File: src/pkg/upm_pkg.sv
// constants, types and layout of the user program io map object bank
package upm_pkg;
  // dictionary indices of the objects in this bank
  localparam logic [15:0] UPM_IDX_UPTIME = 16'h230F;
  localparam logic [15:0] UPM_IDX_IN_SEL = 16'h2310;
  localparam logic [15:0] UPM_IDX_OUT_SEL = 16'h2320;
  localparam logic [15:0] UPM_IDX_INOUT_SEL = 16'h2330;
  // subindex layout of a selection table
  localparam logic [7:0] UPM_SUB_COUNT = 8'h00;
  localparam logic [7:0] UPM_SUB_FIRST = 8'h01;
  localparam int UPM_ENTRIES = 16;
  localparam logic [31:0] UPM_COUNT_VALUE = 32'h0000_0010;
  // mapping entry field positions
  localparam int UPM_F_INDEX_LSB = 16;
  localparam int UPM_F_SUB_LSB = 8;
  localparam int UPM_F_BITS_LSB = 0;
  // reset values
  localparam logic [31:0] UPM_UPTIME_RESET = 32'h0000_0000;
  localparam logic [31:0] UPM_ENTRY_RESET = 32'h0000_0000;
  // dictionary abort codes
  localparam logic [15:0] UPM_AB_NONE = 16'h0000;
  localparam logic [15:0] UPM_AB_NO_OBJECT = 16'h1000;
  localparam logic [15:0] UPM_AB_WRITE_PROT = 16'h1001;
  // error code for an entry that cannot be mapped: 1 xxxx yy
  localparam logic [7:0] UPM_ERR_MAP_TAG = 8'h01;
  // timing: one second at the reference clock
  localparam int UPM_SECOND_NS = 1_000_000_000;
  localparam int UPM_CLK_NS = 40;
  localparam int UPM_TICKS_PER_SEC = UPM_SECOND_NS / UPM_CLK_NS;
  // table selectors
  localparam logic [1:0] UPM_TBL_IN = 2'h0;
  localparam logic [1:0] UPM_TBL_OUT = 2'h1;
  localparam logic [1:0] UPM_TBL_INOUT = 2'h2;
  // copy sequencer states
  typedef enum logic [1:0] {UPM_IDLE, UPM_WALK, UPM_DONE} upm_state_e;
endpackage : upm_pkg

File: src/rtl/upm_io_map.sv
// user program io map: uptime object, three selection tables, copy sequencer
`timescale 1ns/1ps
module upm_io_map
  import upm_pkg::*;
#(
  parameter int unsigned TICKS_PER_SEC = UPM_TICKS_PER_SEC
) (
  // clock and reset
  input wire logic ref_clk,
  input wire logic rst_b,
  // fieldbus dictionary access
  input wire logic odReq,
  input wire logic odWrite,
  input wire logic [15:0] odIndex,
  input wire logic [7:0] odSub,
  output logic odAck,
  output logic [31:0] odRdata,
  output logic [15:0] odAbort,
  // program loader fills the tables
  input wire logic ldValid,
  input wire logic [1:0] ldTable,
  input wire logic [3:0] ldSlot,
  input wire logic [31:0] ldEntry,
  // run cycle of the user program
  input wire logic preReq,
  input wire logic postReq,
  output logic phaseDone,
  output logic busy,
  // object copy port
  output logic objValid,
  output logic objWrite,
  output logic [15:0] objIndex,
  output logic [7:0] objSub,
  output logic [7:0] objBits,
  output logic [1:0] objTable,
  output logic [3:0] objSlot,
  input wire logic objReady,
  input wire logic objOk,
  // mapping error
  output logic mapErr,
  output logic [31:0] mapErrCode
);

  // refuse a prescaler that cannot count
  if (TICKS_PER_SEC < 1) begin : g_chk
    $error("upm_io_map: TICKS_PER_SEC must be at least one");
  end

  typedef struct packed {
    logic [2:0][UPM_ENTRIES-1:0][31:0] tab; // in, out, inout selection tables
    logic ack;              // dictionary answer strobe
    logic [31:0] rdata;     // dictionary read value
    logic [15:0] abort;     // dictionary abort code
    upm_state_e st;         // copy sequencer state
    logic post;             // walking the after-run direction
    logic pass;             // 0 first table, 1 inout table
    logic [3:0] slot;       // entry under work
    logic err;              // a mapping error was seen this cycle of runs
    logic [31:0] errCode;   // code of the first failing entry
  } upm_io_s;

  upm_io_s state_r;
  upm_io_s state_nxt;
  logic [31:0] seconds; // uptime from the prescaled counter
  logic [1:0] curTbl;   // table walked right now
  logic [31:0] curEntry;
  logic isTbl;          // dictionary index hits a table
  logic [1:0] odTbl;

  ////////////////////////////////////////////////////////////////////////////
  // uptime counter
  upm_uptime #(.TICKS_PER_SEC(TICKS_PER_SEC)) u_uptime (
    .ref_clk(ref_clk),
    .rst_b(rst_b),
    .seconds(seconds)
  );

  ////////////////////////////////////////////////////////////////////////////
  // current table and entry of the walk
  always_comb begin
    if (state_r.pass) begin
      curTbl = UPM_TBL_INOUT;
    end else if (state_r.post) begin
      curTbl = UPM_TBL_OUT;
    end else begin
      curTbl = UPM_TBL_IN;
    end
    curEntry = state_r.tab[curTbl][state_r.slot];
  end

  // dictionary index decode
  always_comb begin
    isTbl = 1'b1;
    odTbl = UPM_TBL_IN;
    case (odIndex)
      UPM_IDX_IN_SEL: odTbl = UPM_TBL_IN;
      UPM_IDX_OUT_SEL: odTbl = UPM_TBL_OUT;
      UPM_IDX_INOUT_SEL: odTbl = UPM_TBL_INOUT;
      default: isTbl = 1'b0;
    endcase
  end

  ////////////////////////////////////////////////////////////////////////////
  // next state
  always_comb begin
    state_nxt = state_r;
    state_nxt.ack = 1'b0;

    // loader writes an entry; the fieldbus never can
    if (ldValid && ldTable != 2'h3) begin
      state_nxt.tab[ldTable][ldSlot] = ldEntry;
    end

    // dictionary answer one cycle after the request
    if (odReq) begin
      state_nxt.ack = 1'b1;
      state_nxt.rdata = 32'h0000_0000;
      state_nxt.abort = UPM_AB_NONE;
      if (odIndex == UPM_IDX_UPTIME && odSub == UPM_SUB_COUNT) begin
        if (odWrite) begin
          state_nxt.abort = UPM_AB_WRITE_PROT;
        end else begin
          state_nxt.rdata = seconds;
        end
      end else if (isTbl && odSub <= 8'(UPM_ENTRIES)) begin
        if (odWrite) begin
          state_nxt.abort = UPM_AB_WRITE_PROT;
        end else if (odSub == UPM_SUB_COUNT) begin
          state_nxt.rdata = UPM_COUNT_VALUE;
        end else begin
          state_nxt.rdata = state_r.tab[odTbl][4'(odSub - UPM_SUB_FIRST)];
        end
      end else begin
        state_nxt.abort = UPM_AB_NO_OBJECT;
      end
    end

    // copy sequencer
    case (state_r.st)
      UPM_IDLE: begin
        if (preReq || postReq) begin
          state_nxt.st = UPM_WALK;
          state_nxt.post = postReq && !preReq;
          state_nxt.pass = 1'b0;
          state_nxt.slot = 4'h0;
          if (preReq) begin
            state_nxt.err = 1'b0;
            state_nxt.errCode = 32'h0000_0000;
          end
        end
      end
      UPM_WALK: begin
        // empty entries are skipped, others wait for the object port
        if (curEntry == UPM_ENTRY_RESET || objReady) begin
          if (curEntry != UPM_ENTRY_RESET && !objOk && !state_r.err) begin
            state_nxt.err = 1'b1;
            state_nxt.errCode = {UPM_ERR_MAP_TAG, curEntry[31:8]};
          end
          if (state_r.slot == 4'(UPM_ENTRIES - 1)) begin
            state_nxt.slot = 4'h0;
            if (state_r.pass) begin
              state_nxt.st = UPM_DONE;
            end else begin
              state_nxt.pass = 1'b1;
            end
          end else begin
            state_nxt.slot = state_r.slot + 4'h1;
          end
        end
      end
      UPM_DONE: begin
        state_nxt.st = UPM_IDLE;
      end
      default: begin
        state_nxt.st = UPM_IDLE;
      end
    endcase
  end

  // state register; tables start empty
  always_ff @(posedge ref_clk or negedge rst_b) begin
    if (!rst_b) begin
      state_r.tab <= '0;
      state_r.ack <= 1'b0;
      state_r.rdata <= 32'h0000_0000;
      state_r.abort <= UPM_AB_NONE;
      state_r.st <= UPM_IDLE;
      state_r.post <= 1'b0;
      state_r.pass <= 1'b0;
      state_r.slot <= 4'h0;
      state_r.err <= 1'b0;
      state_r.errCode <= 32'h0000_0000;
    end else begin
      state_r <= state_nxt;
    end
  end

  ////////////////////////////////////////////////////////////////////////////
  // outputs
  assign odAck = state_r.ack;
  assign odRdata = state_r.rdata;
  assign odAbort = state_r.abort;
  assign busy = state_r.st != UPM_IDLE;
  assign phaseDone = state_r.st == UPM_DONE;
  // in before the run, out after it
  assign objValid = state_r.st == UPM_WALK && curEntry != UPM_ENTRY_RESET;
  assign objWrite = state_r.post;
  assign objIndex = curEntry[31:UPM_F_INDEX_LSB];
  assign objSub = curEntry[UPM_F_INDEX_LSB-1:UPM_F_SUB_LSB];
  assign objBits = curEntry[UPM_F_SUB_LSB-1:UPM_F_BITS_LSB];
  assign objTable = curTbl;
  assign objSlot = state_r.slot;
  assign mapErr = state_r.err;
  assign mapErrCode = state_r.errCode;
endmodule : upm_io_map

File: src/rtl/upm_uptime.sv
// free-running seconds counter with a one second prescaler
`timescale 1ns/1ps
module upm_uptime
  import upm_pkg::*;
#(
  parameter int unsigned TICKS_PER_SEC = UPM_TICKS_PER_SEC
) (
  // clock and reset
  input wire logic ref_clk,
  input wire logic rst_b,
  // seconds value
  output logic [31:0] seconds
);
  localparam int PW = (TICKS_PER_SEC > 1) ? $clog2(TICKS_PER_SEC) : 1;
  localparam logic [PW-1:0] LAST = PW'(TICKS_PER_SEC - 1);

  // refuse a prescaler that cannot count
  if (TICKS_PER_SEC < 1) begin : g_chk
    $error("upm_uptime: TICKS_PER_SEC must be at least one");
  end

  typedef struct packed {
    logic [PW-1:0] pre; // clock cycles within the current second
    logic [31:0] sec;   // whole seconds since reset
  } upm_up_s;

  upm_up_s state_r;
  upm_up_s state_nxt;

  ////////////////////////////////////////////////////////////////////////////
  // next state: roll the prescaler, bump seconds once per roll
  always_comb begin
    state_nxt = state_r;
    if (state_r.pre == LAST) begin
      state_nxt.pre = '0;
      state_nxt.sec = state_r.sec + 32'h0000_0001;
    end else begin
      state_nxt.pre = state_r.pre + PW'(1);
    end
  end

  // power-up clears the count, nothing is kept
  always_ff @(posedge ref_clk or negedge rst_b) begin
    if (!rst_b) begin
      state_r.pre <= '0;
      state_r.sec <= UPM_UPTIME_RESET;
    end else begin
      state_r <= state_nxt;
    end
  end

  assign seconds = state_r.sec;
endmodule : upm_uptime

File: config.mk
export PLATFORM = sky130hd
export DESIGN_NAME = upm_io_map
export DESIGN_NICKNAME = d
export VERILOG_FILES = /design/src/pkg/upm_pkg.sv /design/src/rtl/upm_io_map.sv /design/src/rtl/upm_uptime.sv
export SDC_FILE = /design/constraint.sdc
export NUM_CORES = 2
export LEC_CHECK = 0
export BUFFER_PORTS_ARGS = -buffer_cell sky130_fd_sc_hd__buf_2
export CAP_MARGIN = 20
export CORE_ASPECT_RATIO = 1.25
export CORE_MARGIN = 2
export CORE_UTILIZATION = 55
export DETAILED_ROUTE_END_ITERATION = 6
export PLACE_DENSITY = 0.68
export SYNTH_ARGS = -nofsm -noshare
export SYNTH_HDL_FRONTEND = slang
export SYNTH_HIERARCHICAL = 1
export SYNTH_SLANG_ARGS = --single-unit
File: constraint.sdc
create_clock -name ref_clk -period 5.7 [get_ports ref_clk]
set_input_delay 1.14 -clock ref_clk [delete_from_list [all_inputs] [get_ports ref_clk]]
set_output_delay 1.14 -clock ref_clk [all_outputs]
set_load 0.005 [all_outputs]
# [Word level (Yosys, flattened, before mapping)]
# Cells that the tools add are included.
# Widths: inputs -> output; s select.
[totals] ff_bits=1683 output_inout_bits=124 wordCells=150
[op_classes] n_lt_le_gt_ge=9 n_reduce_logical=26 add_sub_neg=4 mux=37 eq_ne=15
[ops] cell="$bmux 512 s2" n=2
[ops] cell="$bwmux 1536" n=1
[ops] cell="$mux 512" n=3
[ops] cell="$demux 512 s2" n=1
[ops] cell="$bmux 32 s4" n=2
[ops] cell="$mux 32" n=7
[ops] cell="$demux 32 s4" n=1
[ops] cell="$pmux 38 s2" n=1
[ops] cell="$mux 33" n=2
[ops] cell="$eq 16x14->1 const B" n=4
[ops] cell="$mux 49" n=1
[ops] cell="$mux 48" n=1
[ops] cell="$mux 41" n=1
[ops] cell="$mux 38" n=1
[ops] cell="$add 32x1->32 const B" n=1
[ops] cell="$logic_not 32->1" n=1
[ops] cell="$reduce_bool 32->1" n=1
[ops] cell="$add 25x1->25 const B" n=1
[ops] cell="$eq 25x25->1 const B" n=1
[ops] cell="$mux 25" n=1
[ops] cell="$mux 16" n=1
[ops] cell="$lt 4x5->1 const B" n=3
[ops] cell="$ne 2x2->1 const B" n=7
[ops] cell="$mux 13" n=1
[ops] cell="other kinds (24)" n=45

# [Longest topological paths before layout]
[logic_depth] ltp_word=12 depth_mapped=18 mapped_depth_nobuf=11

# [Modules after synthesis]
# The synthesis kept the hierarchy.
[modules_own_cells] mod="upm_io_map" area_per_inst_um2=87031.0 cells_per_inst=6922 seq_area_each_um2=40138.5 instances=1
[modules_own_cells] mod="upm_uptime" area_per_inst_um2=2841.5 cells_per_inst=266 seq_area_each_um2=1426.4 instances=1

# [Worst setup path after synthesis]
# No wires, ideal clock.
[synth_timing] path_kind="input to register" start="in odSub[0]" end="reg state_r, in the netlist odRdata[15]" setup_time_ns=0.120 arrival_ns=5.140 stages=15 slack_ns=0.440 cell_sequence="clkbuf_1 -> inv_2 -> clkbuf_1 -> clkbuf_1 -> clkbuf_1 -> clkbuf_1 -> ha_1 -> xor2_1 -> clkbuf_1 -> clkbuf_1 -> clkbuf_1 -> mux4_2 -> o22ai_1 -> nand2_1 -> a31o_2"
[synth_via] elab_chain_len=7
[synth_lines] item="start: declaration" line="upm_io_map.sv:15" text="input wire logic [7:0] odSub,"
[synth_lines] item="$sub 4x1->4" line="upm_io_map.sv:131" text="state_nxt.rdata = state_r.tab[odTbl][4'(odSub - UPM_SUB_FIRST)];"
[synth_lines] item="$bmux 32 s4" line="upm_io_map.sv:131"
[synth_lines] item="$mux 32 (implied by the code)" line="upm_io_map.sv:131"
[synth_lines] item="$mux 32" line="upm_io_map.sv:128" text="end else if (odSub == UPM_SUB_COUNT) begin"
[synth_lines] item="$mux 32" line="upm_io_map.sv:126" text="if (odWrite) begin"
[synth_lines] item="$mux 32" line="upm_io_map.sv:125" text="end else if (isTbl && odSub <= 8'(UPM_ENTRIES)) begin"
[synth_lines] item="$mux 48 (*)" line="upm_io_map.sv:119" text="if (odIndex == UPM_IDX_UPTIME && odSub == UPM_SUB_COUNT) begin"
[synth_lines] item="end signal: assignment" line="upm_io_map.sv:194" text="state_r <= state_nxt;"
[synth_lines] item="end: declaration" line="upm_io_map.sv:62" text="upm_io_s state_r;"
# Every way passes the cells marked *; elsewhere a longest branch is shown, timed or not. The select of a mux whose other input is x is not followed.
# A chain may end at the register's enable or synchronous reset.

# [Worst setup path after layout]
[layout_timing] start="reg state_r, in the netlist objSlot[3]" end="out objValid"
[layout_via] elab_chain_len=4
[layout_lines] item="$bmux 32 s4" line="upm_io_map.sv:88" text="curEntry = state_r.tab[curTbl][state_r.slot];"
[layout_lines] item="$mux 32 (implied by the code)" line="upm_io_map.sv:88"
[layout_lines] item="$reduce_bool 32->1" line="upm_io_map.sv:206" text="assign objValid = state_r.st == UPM_WALK && curEntry != UPM_ENTRY_RESET;"
[layout_lines] item="$logic_and 1x1->1" line="upm_io_map.sv:206"
[layout_lines] item="end: declaration" line="upm_io_map.sv:30" text="output logic objValid,"
# No other way between the ends. The select of a mux whose other input is x is not followed.

==> flow_summary.yaml <==
run_status:
  outcome: "finished, violations left"
  violations: "setup timing"
logic_synthesis:
  yosysSeqAreaShare_pct: 46.2
  synth_flop_cell: "dfrtp_1"
  synth_warnings: 6
  syn-cell-area_um2: 89900
  synth_edf_count: 0
  synthDistinctLibCells: 94
  ys_seq_elements: 1661
  syn_area_per_cell_um2: 12.5
  synth_cells: 7188
  async_flop_share_pct: 100
critical_path:
  critPathTopFamily: "simple AND/OR/NAND/NOR gates"
  r2r-start: "objSlot[3]"
  cp-end-kind: "output port"
  startpoint_type: "flip-flop"
  path_cells: "nor2b_1 > a31oi_1 > a211oi_2 > a41oi_4 > or4_1 > or3_4 > nor3_4 > buf_6 > nor2_1 > buf_2"
  critPathMaxFanout: 23
  arrival_ns: 4.73
  reg2reg_depth: 11
  rr_endpoint: "state_r[37]"
  startpoint: "objSlot[3]"
  slowest_stage: "nor2b_1"
  worstPathBufferInverterCount: 2
  cp.depth: 10
  r2r_slack_ns: 0.90
  critPathKind: "flip-flop to output port"
  crit_required_ns: 4.56
  endpoint: "objValid"
  slowest_delay_ns: 0.75
routing:
  vias: 70200
  vias_per_cell: 7.39
  drtIter0Drc: 11000
  drtPass1Iterations: 7
  drc: 0
  ant_nets: 0
  routedWlPerCell_um: 39.4
  routed_wirelength_um: 374000
floorplan:
  rows: 165
  dieHeight_um: 456
  fp.dieW_um: 366
  die-area_um2: 167000
  core-area_um2: 162000
  ioPinCount: 195
  start_util_pct: 55.5
grt:
  grt_pass1_vias: 68700
  grt_usage_pct: 44.8
  grt_pass1_wl_um: 525000
  antenna_found_initial: 47
  grt_max_degree: 139
  grt-ovfl-total: 0
finish:
  fin_nets: 7239
  layout_common_cells: "mux2_2 (1659), dfrtp_1 (1655), nand2_1 (505)"
  drive_gt1_share_pct: 42.4
  filler_cell_count: 12500
  area.growth.synth_to_final_pct: 11.9
  layout_commonest_cell: "mux2_2"
  finalInstanceArea_um2: 101000
timing:
  setup_slack_ns: -0.171
  timing.fmax_mhz: 170
  setup_tns_ns: -0.171
  layout_min_cycle_time_ns: 5.87
  worst_pin_slew_ns: 1.27
  slew-limit-headroom_pct: 15.2
  setup_viol: 1
  timing.final.crit_share_pct: 103
  rsz0062_at_grt: "true"
  hold_viol: 0
  fin_skew_ns: 0.0343
  drv_slew: 0
clocking:
  clock_path_buffers: 3
  root_buffer: "clkbuf_16"
  clkLatencyLatePin_ns: 0.87
  path_clk_slew_ns: 0.06
  cts_sinks: 1661
  cts_tree: "yes"
  htree_levels: 4
  cts_made_buffers: 172
  ctsHoldBuffers: 0
min_path:
  hold_class: "input port to async pin"
power:
  ir_drop_v: 0.000262
  p_leak_nw: 45.5
  power_per_cell_area_nw_per_um2: 425
place:
  pre_cts_ws_ns: 0.290
  gp_congestion: 0.992
  dpl-instance-area_um2: 93300
  hpwl_um: 232000
  buffer_ports.inserted: 173
job:
  maxCapViolCount: 0
==> what timing repair did <==
action	CTS	global route
cloned	12	0
setup endpoints to repair	1	1
setup buffers	50	11
pin swaps	7	6
gates resized for setup	50	16
==> logic make-up after synthesis <==
kind of cell	count (synthesis)	synth area share, %
AOI/OAI and AO/OA	951	6.73
xor gates and xnor gates	57	0.555
adders and majority gates	4	0.0557
buffers and inverters	828	4.50
DFF	1661	46.2
muxes	2492	35.9
other	1	0.00417
and+or+nand+nor	1194	5.95
==> layer usage <==
metal | vias to the layer above | track usage (%) | share of wire, %
li1 | 26600 | - | -
met1 | 35800 | 53.8 | 33
met2 | 5781 | 62.0 | 42
met3 | 1988 | 16.1 | 13
met4 | 36 | 42.2 | 12
met5 | - | 0.439 | 0.063
==> per-stage QoR <==
step / power (mW) / cells / util (%) / hold slack [ns]
after floorplan: 22.7 / 7208 / - / 0.447
after global placement: 28.6 / 9081 / 57.6 / 0.467
after detailed placement: 28.8 / 9082 / 57.6 / 0.467
after CTS: 41.7 / 9458 / 61.9 / 0.372
after global routing: 43.4 / 9484 / 62.1 / 0.371
final: 42.7 / 9500 / 62.1 / 0.288
==> cell usage after synthesis (all sizes together) (7+ instances only) <==
cell	number	area share, %
nor3	54	0.31
and3	18	0.13
nand2	544	2.3
a211oi	35	0.29
o22ai	98	0.68
or2	14	0.097
nor2	242	1.0
a22o	13	0.13
a22oi	35	0.29
a31oi	70	0.49
xnor2	39	0.38
nor2b	16	0.11
a32oi	7	0.068
buf	400	2.7
clkbuf	407	1.7
o21ai	247	1.4
a2bb2oi	7	0.068
nand2b	20	0.14
nand3	180	1.0
o221ai	15	0.15
o32ai	8	0.078
mux4	422	11
nor4	13	0.12
nand4	25	0.17
mux2i	404	4.5
dfrtp	1661	46
and2	30	0.21
a221oi	42	0.41
a211o	8	0.078
a2111oi	27	0.27
a31o	31	0.30
xor2	18	0.18
a221o	8	0.089
inv	20	0.084
mux2	1666	21
o211ai	34	0.28
a21oi	219	1.2
==> area by class of cell <==
class / instances / area (um2) / area share (%)
Multi-Input combinational cell: 4719 / 44900 / 44.6
Timing Repair Buffer: 589 / 5350 / 5.31
Tap cell: 2171 / 2720 / 2.70
Inverter: 21 / 91.3 / 0.0908
Clock inverter: 56 / 739 / 0.735
Antenna cell: 25 / 62.6 / 0.0622
Sequential cell: 1661 / 41600 / 41.3
Clock buffer: 258 / 5150 / 5.12
==> worst min path at each step <==
stage,startpoint,endpoint,cells after the start,slack (ns)
6_report,rst_b,state_r[1426],1,0.29
5_1_grt,rst_b,odRdata[24],1,0.37
4_1_cts,rst_b,state_r[1458],1,0.37
3_5_place_dp,u_uptime/seconds[31],u_uptime/seconds[31],1,0.47
3_3_place_gp,u_uptime/seconds[31],u_uptime/seconds[31],1,0.47
2_1_floorplan,u_uptime/seconds[31],u_uptime/seconds[31],1,0.45
==> state kept, by name, summed over array words and instances (netlist names) <==
register	cells
mapErrCode	25
objSlot	4
objWrite	1
odAbort	2
odAck	1
odRdata	32
state_r	1539
u_uptime/seconds	32
u_uptime/state_r	25
==> report_power, final <==
part           internal, mW  total [mW]  switching, mW
clock                  6.85        11.9           5.04
combinational          6.71        16.0           9.27
sequential             13.4        14.8           1.47
Note: power is estimated with default switching activity, not from simulation.
